File: src/tts_regs.svh
// offsets, field positions, command codes and timing counts for the
// tear trigger and self-diagnostic block; definitions only
`ifndef TTS_REGS_SVH
`define TTS_REGS_SVH

// register offsets on the plain register port
`define TTS_REG_STAT 4'h0
`define TTS_REG_ENA 4'h1
`define TTS_REG_CLR 4'h2
`define TTS_REG_DIAG 4'h3
`define TTS_REG_STATE 4'h4

// event bit positions in status, enable and clear
`define TTS_EV_TRIG 0
`define TTS_EV_ACKERR 1
`define TTS_EV_DDONE 2
`define TTS_EV_DFAIL 3
`define TTS_EV_W 4

// self-diagnostic result bit positions
`define TTS_DIAG_LOAD 7
`define TTS_DIAG_FUNC 6

// reset values
`define TTS_DIAG_RST 8'h00
`define TTS_EV_RST 4'h0

// command codes
`define TTS_CMD_SLPIN 8'h10
`define TTS_CMD_SLPOUT 8'h11
`define TTS_CMD_TEOFF 8'h34
`define TTS_CMD_TEON 8'h35
`define TTS_CMD_RNG0_LO 8'h00
`define TTS_CMD_RNG0_HI 8'haf
`define TTS_CMD_RNG1_LO 8'hda
`define TTS_CMD_RNG1_HI 8'hdd

// timing
`define TTS_CLK_MHZ 100
`define TTS_T_SLPIN_MS 120
`define TTS_T_SLPOUT_MS 5
`define TTS_HOLD_CYC 4'h8

`endif

File: src/tts_pkg.sv
// types of the tear trigger and self-diagnostic block
// assumes nothing beyond a SystemVerilog compiler
package tts_pkg;

  // link sequencer states, one-hot
  typedef enum logic [7:0] {
    ST_IDLE = 8'h01,
    ST_LP11 = 8'h02,
    ST_WAIT_VS = 8'h04,
    ST_TRIG = 8'h08,
    ST_LP11B = 8'h10,
    ST_BTA = 8'h20,
    ST_ACKERR = 8'h40,
    ST_LP1 = 8'h80
  } tts_state_t;

  // what the device drives onto the data lane
  typedef enum logic [2:0] {
    LN_LP11 = 3'h0,
    LN_TRIG = 3'h1,
    LN_ACKERR = 3'h2,
    LN_LP1 = 3'h3,
    LN_BTA = 3'h4
  } tts_lane_t;

endpackage

File: src/tts_rx_if.sv
// decoded packets and turnaround requests from the link receiver
// assumes both ends run on clk_sys_i
`timescale 1ns/1ps
`default_nettype none
interface tts_rx_if;
  logic pkt_valid;
  logic pkt_err;
  logic pkt_has_param;
  logic [7:0] pkt_cmd;
  logic [7:0] pkt_param;
  logic bta_req;
  modport rx (output pkt_valid, pkt_err, pkt_has_param, pkt_cmd,
    pkt_param, bta_req);
  modport core (input pkt_valid, pkt_err, pkt_has_param, pkt_cmd,
    pkt_param, bta_req);
endinterface
`default_nettype wire

File: src/tts_rx.sv
// link receiver: samples the link clock, frame and data pins
// assumes the link clock is far slower than clk_sys_i
`timescale 1ns/1ps
`default_nettype none
`include "tts_regs.svh"
module tts_rx (
  input wire logic clk_sys_i,
  input wire logic rst_i,
  input wire logic lnk_clk_i,
  input wire logic lnk_frm_i,
  input wire logic lnk_dat_i,
  input wire logic lnk_bta_i,
  tts_rx_if.rx pkt
);
  import tts_pkg::*;

  // bit 3 bta, 2 link clock, 1 frame, 0 data
  logic [3:0] sy1;
  logic [3:0] sy2;
  logic [3:0] sy3;
  logic [23:0] shf;
  logic [23:0] next_shf;
  logic [5:0] nbit;
  logic [5:0] next_nbit;
  logic valid;
  logic next_valid;
  logic err;
  logic next_err;
  logic has;
  logic next_has;
  logic [7:0] cmd;
  logic [7:0] next_cmd;
  logic [7:0] par;
  logic [7:0] next_par;
  logic bta;
  logic next_bta;
  logic clk_rise;
  logic frm_fall;

  assign clk_rise = sy2[2] & ~sy3[2];
  assign frm_fall = sy3[1] & ~sy2[1];

  // shift on rising link clock edges, decode when the lane returns to stop
  always_comb
  begin
    next_shf = shf;
    next_nbit = nbit;
    next_valid = 1'b0;
    next_err = err;
    next_has = has;
    next_cmd = cmd;
    next_par = par;
    next_bta = sy2[3] & ~sy3[3];
    if (sy2[1] && clk_rise)
    begin
      next_shf = {shf[22:0], sy2[0]};
      if (nbit != 6'h3f)
        next_nbit = nbit + 6'h01;
    end
    if (frm_fall)
    begin
      next_valid = 1'b1;
      next_nbit = 6'h00;
      next_par = 8'h00;
      next_has = 1'b0;
      // short packet with no parameter: command then check
      if (nbit == 6'h10)
      begin
        next_cmd = shf[15:8];
        next_err = (shf[7:0] != shf[15:8]);
      end
      // one parameter: command, parameter, check
      else if (nbit == 6'h18)
      begin
        next_cmd = shf[23:16];
        next_par = shf[15:8];
        next_has = 1'b1;
        next_err = (shf[7:0] != (shf[23:16] ^ shf[15:8]));
      end
      else
      begin
        next_cmd = shf[23:16];
        next_err = 1'b1;
      end
    end
  end

  // pins pass two flops before anything reads them
  always_ff @(posedge clk_sys_i or posedge rst_i)
  begin
    if (rst_i)
    begin
      sy1 <= 4'h0;
      sy2 <= 4'h0;
      sy3 <= 4'h0;
      shf <= 24'h000000;
      nbit <= 6'h00;
      valid <= 1'b0;
      err <= 1'b0;
      has <= 1'b0;
      cmd <= 8'h00;
      par <= 8'h00;
      bta <= 1'b0;
    end
    else
    begin
      sy1 <= {lnk_bta_i, lnk_clk_i, lnk_frm_i, lnk_dat_i};
      sy2 <= sy1;
      sy3 <= sy2;
      shf <= next_shf;
      nbit <= next_nbit;
      valid <= next_valid;
      err <= next_err;
      has <= next_has;
      cmd <= next_cmd;
      par <= next_par;
      bta <= next_bta;
    end
  end

  assign pkt.pkt_valid = valid;
  assign pkt.pkt_err = err;
  assign pkt.pkt_has_param = has;
  assign pkt.pkt_cmd = cmd;
  assign pkt.pkt_param = par;
  assign pkt.bta_req = bta;
endmodule
`default_nettype wire

File: src/tts_top.sv
// tear trigger sequencer, tear-sync line and sleep-exit self-diagnostics
// assumes vsync_i, hsync_i, nv_match_i, func_ok_i come from clk_sys_i logic
`timescale 1ns/1ps
`default_nettype none
`include "tts_regs.svh"
module tts_top #(
  parameter logic [23:0] DIAG_LONG_CYC =
    24'(`TTS_T_SLPIN_MS * 1000 * `TTS_CLK_MHZ),
  parameter logic [23:0] DIAG_SHORT_CYC =
    24'(`TTS_T_SLPOUT_MS * 1000 * `TTS_CLK_MHZ)
) (
  input wire logic clk_sys_i,
  input wire logic rst_i,
  input wire logic lnk_clk_i,
  input wire logic lnk_frm_i,
  input wire logic lnk_dat_i,
  input wire logic lnk_bta_i,
  output tts_pkg::tts_lane_t lane_state_o,
  output logic lane_oe_o,
  input wire logic vsync_i,
  input wire logic hsync_i,
  input wire logic nv_match_i,
  input wire logic func_ok_i,
  output logic tear_sync_line_o,
  output logic cfg_wr_o,
  output logic [7:0] cfg_cmd_o,
  output logic [7:0] cfg_param_o,
  input wire logic [3:0] reg_addr_i,
  input wire logic [7:0] reg_wdata_i,
  input wire logic reg_wr_i,
  input wire logic reg_rd_i,
  output logic [7:0] reg_rdata_o,
  output logic irq_o
);
  import tts_pkg::*;

  tts_rx_if rxi ();

  tts_rx u_rx (
    .clk_sys_i(clk_sys_i),
    .rst_i(rst_i),
    .lnk_clk_i(lnk_clk_i),
    .lnk_frm_i(lnk_frm_i),
    .lnk_dat_i(lnk_dat_i),
    .lnk_bta_i(lnk_bta_i),
    .pkt(rxi.rx)
  );

  tts_state_t st;
  tts_state_t next_st;
  logic [3:0] hold_cnt;
  logic [3:0] next_hold_cnt;
  tts_lane_t next_lane;
  logic next_lane_oe;
  logic hold_done;
  logic vs_q;
  logic vs_rise;
  logic sleep_in, next_sleep_in;
  logic tear_on, next_tear_on;
  logic mode2, next_mode2;
  logic trig_en, next_trig_en;
  logic force_low, next_force_low;
  logic loaded, next_loaded;
  logic err_flag, next_err_flag;
  logic armed, next_armed;
  logic [7:0] diag, next_diag;
  logic [23:0] diag_cnt, next_diag_cnt;
  logic diag_run, next_diag_run;
  logic next_tsl;
  logic next_cfg_wr;
  logic [7:0] next_cfg_cmd;
  logic [7:0] next_cfg_param;
  logic slpout_cmd;
  logic diag_fire;
  logic trig_sent;
  logic [`TTS_EV_W-1:0] stat, next_stat;
  logic [`TTS_EV_W-1:0] ena, next_ena;
  logic [`TTS_EV_W-1:0] ev;
  logic [7:0] next_rdata;
  logic next_irq;

  assign hold_done = (hold_cnt == (`TTS_HOLD_CYC - 4'h1));
  assign vs_rise = vsync_i & ~vs_q;
  assign slpout_cmd = rxi.pkt_valid & ~rxi.pkt_err &
    (rxi.pkt_cmd == `TTS_CMD_SLPOUT);
  assign diag_fire = diag_run & (diag_cnt == 24'h000000);
  assign trig_sent = (st == ST_TRIG) & hold_done;

  // link sequencer: every drive phase except the wait for vsync lasts a fixed hold time
  always_comb
  begin
    next_st = st;
    next_hold_cnt = hold_done ? 4'h0 : hold_cnt + 4'h1;
    case (st)
      ST_IDLE:
      begin
        next_hold_cnt = 4'h0;
        if (rxi.bta_req)
          next_st = ST_LP11;
      end
      ST_LP11:
        if (hold_done)
        begin
          if (err_flag)
            next_st = ST_ACKERR;
          else if (armed)
            next_st = ST_WAIT_VS;
          else
            next_st = ST_BTA;
        end
      ST_WAIT_VS:
      begin
        next_hold_cnt = 4'h0;
        if (vs_rise)
          next_st = ST_TRIG;
      end
      ST_TRIG:
        if (hold_done)
          next_st = ST_LP11B;
      ST_LP11B:
        if (hold_done)
          next_st = ST_BTA;
      ST_ACKERR:
        if (hold_done)
          next_st = ST_LP1;
      ST_LP1:
        if (hold_done)
          next_st = ST_BTA;
      ST_BTA:
        if (hold_done)
          next_st = ST_IDLE;
      default:
        next_st = ST_IDLE;
    endcase
    // lane drive follows the state being entered
    next_lane_oe = (next_st != ST_IDLE);
    case (next_st)
      ST_TRIG: next_lane = LN_TRIG;
      ST_ACKERR: next_lane = LN_ACKERR;
      ST_LP1: next_lane = LN_LP1;
      ST_BTA: next_lane = LN_BTA;
      default: next_lane = LN_LP11;
    endcase
  end

  always_ff @(posedge clk_sys_i or posedge rst_i)
  begin
    if (rst_i)
    begin
      st <= ST_IDLE;
      hold_cnt <= 4'h0;
      lane_state_o <= LN_LP11;
      lane_oe_o <= 1'b0;
      vs_q <= 1'b0;
    end
    else
    begin
      st <= next_st;
      hold_cnt <= next_hold_cnt;
      lane_state_o <= next_lane;
      lane_oe_o <= next_lane_oe;
      vs_q <= vsync_i;
    end
  end

  // command decode, tear line and self-diagnostics
  always_comb
  begin
    next_sleep_in = sleep_in;
    next_tear_on = tear_on;
    next_mode2 = mode2;
    next_trig_en = trig_en;
    next_force_low = force_low;
    next_loaded = loaded;
    next_err_flag = err_flag;
    next_armed = armed;
    next_diag = diag;
    next_diag_cnt = diag_run ? diag_cnt - 24'h000001 : diag_cnt;
    next_diag_run = diag_run & ~diag_fire;
    next_cfg_wr = 1'b0;
    next_cfg_cmd = cfg_cmd_o;
    next_cfg_param = cfg_param_o;
    // the trigger is spent once sent; a new mode 1 enable with a parameter re-arms it
    if (trig_sent)
      next_armed = 1'b0;
    if (st == ST_BTA && hold_done)
      next_err_flag = 1'b0;
    if (rxi.pkt_valid)
    begin
      next_err_flag = rxi.pkt_err;
      if (!rxi.pkt_err)
      begin
        case (rxi.pkt_cmd)
          `TTS_CMD_TEON:
          begin
            next_tear_on = 1'b1;
            next_force_low = 1'b0;
            next_mode2 = rxi.pkt_param[0];
            next_trig_en = ~rxi.pkt_param[0];
            next_armed = rxi.pkt_has_param & ~rxi.pkt_param[0];
          end
          `TTS_CMD_TEOFF:
          begin
            next_tear_on = 1'b0;
            next_trig_en = 1'b0;
            next_armed = 1'b0;
          end
          `TTS_CMD_SLPIN:
            next_sleep_in = 1'b1;
          `TTS_CMD_SLPOUT:
          begin
            // compare first, then load: the load itself is external
            next_loaded = 1'b1;
            if (nv_match_i)
              next_diag[`TTS_DIAG_LOAD] = ~diag[`TTS_DIAG_LOAD];
            else
              next_force_low = 1'b1;
            next_diag_cnt = sleep_in ? DIAG_LONG_CYC : DIAG_SHORT_CYC;
            next_diag_run = 1'b1;
            next_sleep_in = 1'b0;
          end
          default:
          begin
            // register writes only until the first compare-and-load
            if (!loaded &&
                (rxi.pkt_cmd <= `TTS_CMD_RNG0_HI ||
                 (rxi.pkt_cmd >= `TTS_CMD_RNG1_LO &&
                  rxi.pkt_cmd <= `TTS_CMD_RNG1_HI)))
            begin
              next_cfg_wr = 1'b1;
              next_cfg_cmd = rxi.pkt_cmd;
              next_cfg_param = rxi.pkt_param;
            end
          end
        endcase
      end
    end
    if (diag_fire)
    begin
      if (func_ok_i)
        next_diag[`TTS_DIAG_FUNC] = ~diag[`TTS_DIAG_FUNC];
      else
        next_force_low = 1'b1;
    end
    // mode 2 adds horizontal pulses; sleep always wins
    next_tsl = ~sleep_in & tear_on & ~force_low &
      (vsync_i | (mode2 & hsync_i));
  end

  always_ff @(posedge clk_sys_i or posedge rst_i)
  begin
    if (rst_i)
    begin
      sleep_in <= 1'b1;
      tear_on <= 1'b0;
      mode2 <= 1'b0;
      trig_en <= 1'b0;
      force_low <= 1'b0;
      loaded <= 1'b0;
      err_flag <= 1'b0;
      armed <= 1'b0;
      diag <= `TTS_DIAG_RST;
      diag_cnt <= 24'h000000;
      diag_run <= 1'b0;
      tear_sync_line_o <= 1'b0;
      cfg_wr_o <= 1'b0;
      cfg_cmd_o <= 8'h00;
      cfg_param_o <= 8'h00;
    end
    else
    begin
      sleep_in <= next_sleep_in;
      tear_on <= next_tear_on;
      mode2 <= next_mode2;
      trig_en <= next_trig_en;
      force_low <= next_force_low;
      loaded <= next_loaded;
      err_flag <= next_err_flag;
      armed <= next_armed;
      diag <= next_diag;
      diag_cnt <= next_diag_cnt;
      diag_run <= next_diag_run;
      tear_sync_line_o <= next_tsl;
      cfg_wr_o <= next_cfg_wr;
      cfg_cmd_o <= next_cfg_cmd;
      cfg_param_o <= next_cfg_param;
    end
  end

  // events, sticky status, register port; a set beats a clear
  assign ev[`TTS_EV_TRIG] = trig_sent;
  assign ev[`TTS_EV_ACKERR] = (st == ST_ACKERR) & hold_done;
  assign ev[`TTS_EV_DDONE] = diag_fire;
  assign ev[`TTS_EV_DFAIL] = (diag_fire & ~func_ok_i) |
    (slpout_cmd & ~nv_match_i);

  always_comb
  begin
    next_stat = stat;
    next_ena = ena;
    next_rdata = 8'h00;
    if (reg_wr_i && reg_addr_i == `TTS_REG_CLR)
      next_stat = stat & ~reg_wdata_i[`TTS_EV_W-1:0];
    if (reg_wr_i && reg_addr_i == `TTS_REG_ENA)
      next_ena = reg_wdata_i[`TTS_EV_W-1:0];
    next_stat = next_stat | ev;
    if (reg_rd_i)
    begin
      case (reg_addr_i)
        `TTS_REG_STAT: next_rdata = {4'h0, stat};
        `TTS_REG_ENA: next_rdata = {4'h0, ena};
        `TTS_REG_DIAG: next_rdata = diag;
        `TTS_REG_STATE: next_rdata = {2'h0, armed, loaded, force_low,
          trig_en, tear_on, sleep_in};
        default: next_rdata = 8'h00;
      endcase
    end
    next_irq = |(next_stat & next_ena);
  end

  always_ff @(posedge clk_sys_i or posedge rst_i)
  begin
    if (rst_i)
    begin
      stat <= `TTS_EV_RST;
      ena <= `TTS_EV_RST;
      reg_rdata_o <= 8'h00;
      irq_o <= 1'b0;
    end
    else
    begin
      stat <= next_stat;
      ena <= next_ena;
      reg_rdata_o <= next_rdata;
      irq_o <= next_irq;
    end
  end
endmodule
`default_nettype wire

File: config.mk
export PLATFORM = sky130hd
export DESIGN_NAME = tts_top
export DESIGN_NICKNAME = d
export VERILOG_FILES = /design/src/tts_pkg.sv /design/src/tts_rx_if.sv /design/src/tts_rx.sv /design/src/tts_top.sv
export VERILOG_INCLUDE_DIRS = /design/src /design/src/src
export SDC_FILE = /design/constraint.sdc
export NUM_CORES = 1
export LEC_CHECK = 0
export ABC_AREA = 1
export BUFFER_PORTS_ARGS = -buffer_cell sky130_fd_sc_hd__clkbuf_2
export CORE_AREA = 2 2 129 131
export DETAILED_ROUTE_END_ITERATION = 7
export DIE_AREA = 0 0 131 133
export PLACE_DENSITY = 0.67
export SYNTH_ARGS = -nofsm -noshare
export SYNTH_HDL_FRONTEND = slang
export SYNTH_SLANG_ARGS = --single-unit
export TNS_END_PERCENT = 20
File: constraint.sdc
create_clock -name clk_sys_i -period 6.05 [get_ports clk_sys_i]
set_clock_uncertainty 0.1 [all_clocks]
set_input_delay 1.21 -clock clk_sys_i [delete_from_list [all_inputs] [get_ports clk_sys_i]]
set_output_delay 1.21 -clock clk_sys_i [all_outputs]
set_load 0.02 [all_outputs]
==> results.sh, run 1 <==
export IMPL_powerDensity_mw_per_mm2=289
export IMPL_overflow=0
export IMPL_worst_pin_slew_ns=0.960
export IMPL_grt_max_degree=111
export IMPL_path_class="register to register"
export IMPL_layout_drive_gt1_share_pct=12.2
export IMPL_synth_cell_area_mm2=0.00698
export IMPL_synth_top_area_cell="dfrtp_1"
export IMPL_antenna_found_initial=0
export IMPL_io_pins=55
export IMPL_cpMaxStageDelayCell="nor3_2"
export IMPL_hold_start="u_rx.sy1[1]"
export IMPL_fin_setup_tns_ns=0
export IMPL_fin_crit_ns=2.62
export IMPL_vias_per_cell=4.87
export IMPL_fp_dieArea_mm2=0.0174
export IMPL_p_leak_uw=0.00416
export IMPL_start_kind="register"
export IMPL_core_area_mm2=0.0162
export IMPL_drt_iter0_drc=386
export IMPL_layout_commonest_cell="nand2_1"
export IMPL_clk_pin_slew_worst_paths_ns=0.06
export IMPL_placementRows=47
export IMPL_cts_path_max_buffers=2
export IMPL_max_stage_delay_ns=0.69
export IMPL_setup_viol_count_final=0
export IMPL_path_cells="inv_1 -> ha_1 -> nand2_1 -> nor3_2 -> inv_1 -> o21ai_0 -> o21ai_0"
export IMPL_gp_congestion=0.879
export IMPL_start_util_pct=43.2
export IMPL_slew_headroom_pct=36.0
export IMPL_cts_root_buf="clkbuf_16"
export IMPL_synth_ff_latch_count=148
export IMPL_port_buffer_count=50
export IMPL_crit_arrival_ns=2.79
export IMPL_slew_violations=0
export IMPL_worstReg2RegEnd="u_rx.pkt.pkt_cmd[2]"
export IMPL_crit_cells=7
export IMPL_path_buf_inv=2
export IMPL_hold_violations=0
export IMPL_power_uw=2320
export IMPL_syn_nets=881
export IMPL_yosysSeqAreaShare_pct=53.1
export IMPL_wire_per_inst_um=12.6
export IMPL_rsz0062_at_grt="no"
export IMPL_synthArstFlopShare_pct=100
export IMPL_synth_top_area_share_pct=52.3
export IMPL_cp_top_family="simple AND/OR/NAND/NOR gates"
export IMPL_end_kind="register"
export IMPL_cts_htree_levels=4
export IMPL_placed_area_mm2=0.00745
export IMPL_final_area_mm2=0.00803
export IMPL_status="completed"
export IMPL_die_h_um=133
export IMPL_most_common_layout_cells="nand2_1, dfrtp_1, inv_1"
export IMPL_peakVddDrop_mv=0.224
export IMPL_diodes=0
export IMPL_finalCritPeriodShare_pct=43.2
export IMPL_cap_violations=0
export IMPL_cp_endpoint="u_rx.pkt.pkt_cmd[2]"
export IMPL_reg2reg_depth=7
export IMPL_vias=5551
export IMPL_cts_buffers=17
export IMPL_synthCells=852
export IMPL_synth_area_top_cells="dfrtp_1, nand2_1, inv_1"
export IMPL_ff2ff_setup_slack_ns=3.43
export IMPL_clock_sinks=148
export IMPL_clk_latency_ns=0.42
export IMPL_required_ns=6.23
export IMPL_dp_hpwl_um=10100
export IMPL_post_cts_buffers=0
export IMPL_areaGrowthSynthToFinish_pct=14.9
export IMPL_drc=0
export IMPL_netlist_cell_type_count=41
export IMPL_final_nets=936
export IMPL_track_usage_pct=17.7
export IMPL_chipWidth_um=131
export IMPL_final_antenna_net_count=0
export IMPL_postCtsResizedCells=0
export IMPL_fmax_mhz=382
export IMPL_yosys_warnings=0
export IMPL_critPathLaunch="u_rx.nbit[0]"
export IMPL_holdBufCountCts=0
export IMPL_grt_pass1_vias=5225
export IMPL_synth_edf_count=0
export IMPL_hold_path_class="register to register"
export IMPL_wl_um=14300
export IMPL_syn_area_per_cell_um2=8.20
export IMPL_grt_pass1_wl_um=24500
export IMPL_critPathMaxFanout=15
export IMPL_cts_tree="done"
export IMPL_synth_flop_cell="dfrtp_1"
export IMPL_rr_startpoint="u_rx.nbit[0]"
export IMPL_drt_pre_antenna_iters=5
[Yosys cell counts, types with 3 or more instances]
cell type	count
clkbuf_1	4
nor2_1	85
inv_1	116
nor2_2	4
nand4_1	15
nand2_1	226
inv_2	6
xnor2_1	5
dfrtp_1	146
nand3_1	63
a21oi_1	21
buf_2	8
nor3_2	3
xor2_1	10
nor4_1	3
ha_1	5
nor3_1	14
nand2_2	4
o31ai_1	8
o211ai_1	4
nor2_4	4
o21ai_1	6
o21ai_0	68
[per-layer routing]
layer  track usage [%]  share of wire (%)  vias up
met4              6.50                2.2        0
met5                 0                  0        -
li1                  -                  -     2828
met3              3.88                3.6       26
met2              27.1                 46      106
met1              24.6                 48     2591
[state kept, by name (all words and copies together), names as in the netlist, 6 cells and up]
| signal | flops |
|---|---|
| u_rx.pkt.pkt_cmd | 8 |
| reg_rdata_o | 8 |
| u_rx.nbit | 6 |
| cfg_param_o | 8 |
| cfg_cmd_o | 8 |
| u_rx.shf | 24 |
| diag_cnt | 24 |
| st | 8 |
| u_rx.pkt.pkt_param | 8 |
[how the worst min path moves through the flow]
stage	cells after the start	to
CTS	0	u_rx.sy2[1]
finish	0	u_rx.sy2[1]
global placement	0	u_rx.sy2[1]
detailed placement	0	u_rx.sy2[1]
global route	0	u_rx.sy2[3]
floorplan	0	u_rx.sy2[0]
[layout make-up]
| class | instances | area [um2] |
|---|---|---|
| multi-input cells | 565 | 2730 |
| well taps | 220 | 275 |
| fillers | 1520 | 8150 |
| repair buffers | 52 | 265 |
| flip-flops and latches | 148 | 3710 |
| inverters | 123 | 467 |
| clock buffers | 28 | 507 |
| clock inverters | 4 | 73.8 |
[power by group]
group	leakage [uW]	switching, uW	internal (uW)
Combinational	0.00189	142	65.3
Clock	0.000283	385	652
Sequential	0.00199	32.3	1050
Total	0.00416	559	1760
[kinds of logic (layout without fill, tap and decap cells)]
kind of cell / Yosys count / after routing / share of synthesized area [%]
simple gates: 432 / 432 / 27.6
flops: 148 / 148 / 53.1
buf+inv: 139 / 207 / 7.83
compound gates: 113 / 113 / 8.74
xor+xnor: 15 / 15 / 1.88
fa+ha+maj: 5 / 5 / 0.896
[per-stage QoR]
stage,setup slack (ns),instances,utilization (%),hold WS [ns]
6_report,3.43,1140,49.6,0.245
5_1_grt,3.22,1140,49.6,0.267
4_1_cts,3.47,1140,49.6,0.248
3_5_place_dp,3.29,1108,46.0,0.236
3_3_place_gp,3.31,1108,46.0,0.232
2_1_floorplan,0.764,852,-,0.231
(Power assumes the default switching activity.)
==> run 2: changes to the inputs <==
--- a/config.mk
+++ b/config.mk
@@ -11,7 +11,7 @@
 export CORE_AREA = 2 2 129 131
 export DETAILED_ROUTE_END_ITERATION = 7
 export DIE_AREA = 0 0 131 133
-export PLACE_DENSITY = 0.67
+export PLACE_DENSITY = 0.69
 export SYNTH_ARGS = -nofsm -noshare
 export SYNTH_HDL_FRONTEND = slang
 export SYNTH_SLANG_ARGS = --single-unit
==> constraint.sdc (replaced) <==
create_clock -name clk_sys_i -period 2.1 [get_ports clk_sys_i]
set_clock_uncertainty 0.1 [all_clocks]
set_input_delay 0.42 -clock clk_sys_i [delete_from_list [all_inputs] [get_ports clk_sys_i]]
set_output_delay 0.42 -clock clk_sys_i [all_outputs]
set_load 0.02 [all_outputs]
==> results.sh, run 2 (synthesized netlist as in run 1, its figures left out) <==
export IMPL_diodes=0
export IMPL_port_buffer_count=50
export IMPL_powerDensity_mw_per_mm2=880
export IMPL_dp_hpwl_um=10300
export IMPL_start_kind="register"
export IMPL_slew_headroom_pct=63.6
export IMPL_drt_iter0_drc=414
export IMPL_placed_area_mm2=0.00754
export IMPL_top_layer="met4"
export IMPL_finalCritPeriodShare_pct=86.1
export IMPL_cts_tree="done"
export IMPL_cts_path_max_buffers=2
export IMPL_peakVddDrop_mv=0.634
export IMPL_p_leak_uw=0.00430
export IMPL_drt_pre_antenna_iters=5
export IMPL_setup_viol_count_final=0
export IMPL_io_pins=55
export IMPL_path_class="register to register"
export IMPL_post_cts_buffers=0
export IMPL_pre_cts_ws_ns=0.308
export IMPL_most_common_layout_cells="nand2_1, dfrtp_1, inv_1"
export IMPL_chipWidth_um=131
export IMPL_hold_violations=0
export IMPL_fin_crit_ns=1.81
export IMPL_antenna_found_initial=0
export IMPL_overflow=0
export IMPL_die_h_um=133
export IMPL_worst_pin_slew_ns=0.541
export IMPL_clock_sinks=148
export IMPL_final_cells=1155
export IMPL_final_util_pct=51.3
export IMPL_gp_congestion=0.884
export IMPL_grt_pass1_vias=5299
export IMPL_fin_hold_ws_ns=0.0548
export IMPL_top_regs="diag_cnt (24), u_rx.shf (24)"
export IMPL_dpl_cell_count=1118
export IMPL_hold_path_class="input port to register"
export IMPL_end_kind="register"
export IMPL_p_int_uw=5630
export IMPL_switching_share_pct=22.9
export IMPL_fmax_mhz=553
export IMPL_status="completed"
export IMPL_rsz0062_at_grt="no"
export IMPL_final_nets=951
export IMPL_required_ns=2.32
export IMPL_p_sw_uw=1670
export IMPL_grt_pass1_wl_um=24600
export IMPL_track_usage_pct=17.8
export IMPL_clkPwrFrac_pct=48.9
export IMPL_grt_max_degree=96
export IMPL_crit_arrival_ns=2.03
export IMPL_m1WireLength_um=6920
export IMPL_layout_drive_gt1_share_pct=13.8
export IMPL_clk_pin_slew_worst_paths_ns=0.06
export IMPL_critPathMaxFanout=9
export IMPL_wl_met2_um=6790
export IMPL_clk_latency_ns=0.42
export IMPL_start_util_pct=43.2
export IMPL_layout_commonest_cell="nand2_1"
export IMPL_setup_slack_ns=0.291
export IMPL_fp_dieArea_mm2=0.0174
export IMPL_cts_buffers=17
export IMPL_placementRows=47
export IMPL_vias=5623
export IMPL_core_area_mm2=0.0162
export IMPL_p_seq_share_pct=42.6
export IMPL_areaGrowthSynthToFinish_pct=18.8
export IMPL_wl_um=14500
export IMPL_wire_per_inst_um=12.5
export IMPL_wl_met3_um=558
export IMPL_combPwrFrac_pct=8.5
export IMPL_cap_violations=0
export IMPL_cts_htree_levels=4
export IMPL_vias_per_cell=4.87
export IMPL_cts_root_buf="clkbuf_16"
export IMPL_drc=0
export IMPL_slew_violations=0
export IMPL_final_area_mm2=0.00830
export IMPL_final_antenna_net_count=0
[run 2: changes by cell type in the layout (fill, tap and decap cells not counted), moves of 5 or more]
cell / before / now
buf_4: 2 / 10
bufinv_16: 2 / 7
dlygate4sd3_1: 0 / 5
clkbuf_1: 7 / 0
[run 2: cell type report]
class                           count  area, um2
Multi-Input combinational cell    565       2730
Clock inverter                     13        251
Tap cell                          220        275
Sequential cell                   148       3710
Clock buffer                       19        453
Fill cell                        1491       7870
Timing Repair Buffer               67        415
Inverter                          123        465
[run 2: metal layers]
layer,global-route usage (%),vias up
met3,4.41,17
li1,-,2861
met1,24.5,2619
met5,0,-
met2,27.4,126
met4,6.26,0
[run 2: final timing paths]
path,from,end,slack [ns],cells after the start
min,vsync_i,vs_q,0.05,1
min in group asynchronous,rst_i,u_rx.sy3[3],0.54,4
max,u_rx.nbit[0],u_rx.pkt.pkt_param[0],0.29,6
max reg2reg,u_rx.nbit[0],u_rx.pkt.pkt_param[0],0.29,6
max in group asynchronous,rst_i,sleep_in,0.89,4
min reg2reg,u_rx.sy1[1],u_rx.sy2[1],0.25,0
[run 2: worst max-delay path, stage by stage (launching register included)]
cell and delay (ns):
dfrtp_1 0.39, inv_1 0.11, ha_1 0.15, nand2_1 0.08
nor3_1 0.27, nand2_1 0.31, o32ai_1 0.30
[run 2: power groups by stage]
stage	Clock, uW	Combinational, uW	Sequential (uW)
after global routing	3770	714	3120
after CTS	3640	626	3110
after detailed placement	0	617	3160
after global placement	0	608	3150
after floorplan	0	433	3160
final	3570	621	3110
[run 2: stage by stage]
| stage | total power [uW] | setup TNS, ns |
|---|---|---|
| floorplan | 3590 | -40.79 |
| global placement | 3760 | 0 |
| detailed placement | 3770 | 0 |
| CTS | 7370 | 0 |
| global route | 7600 | 0 |
| finish | 7300 | 0 |
[run 2: repair_timing]
item                                    CTS  global route
endpoints found under the setup margin    0             0
resized for setup                         0             0
hold buffers                              5             0
hold endpoints to repair                 47             0
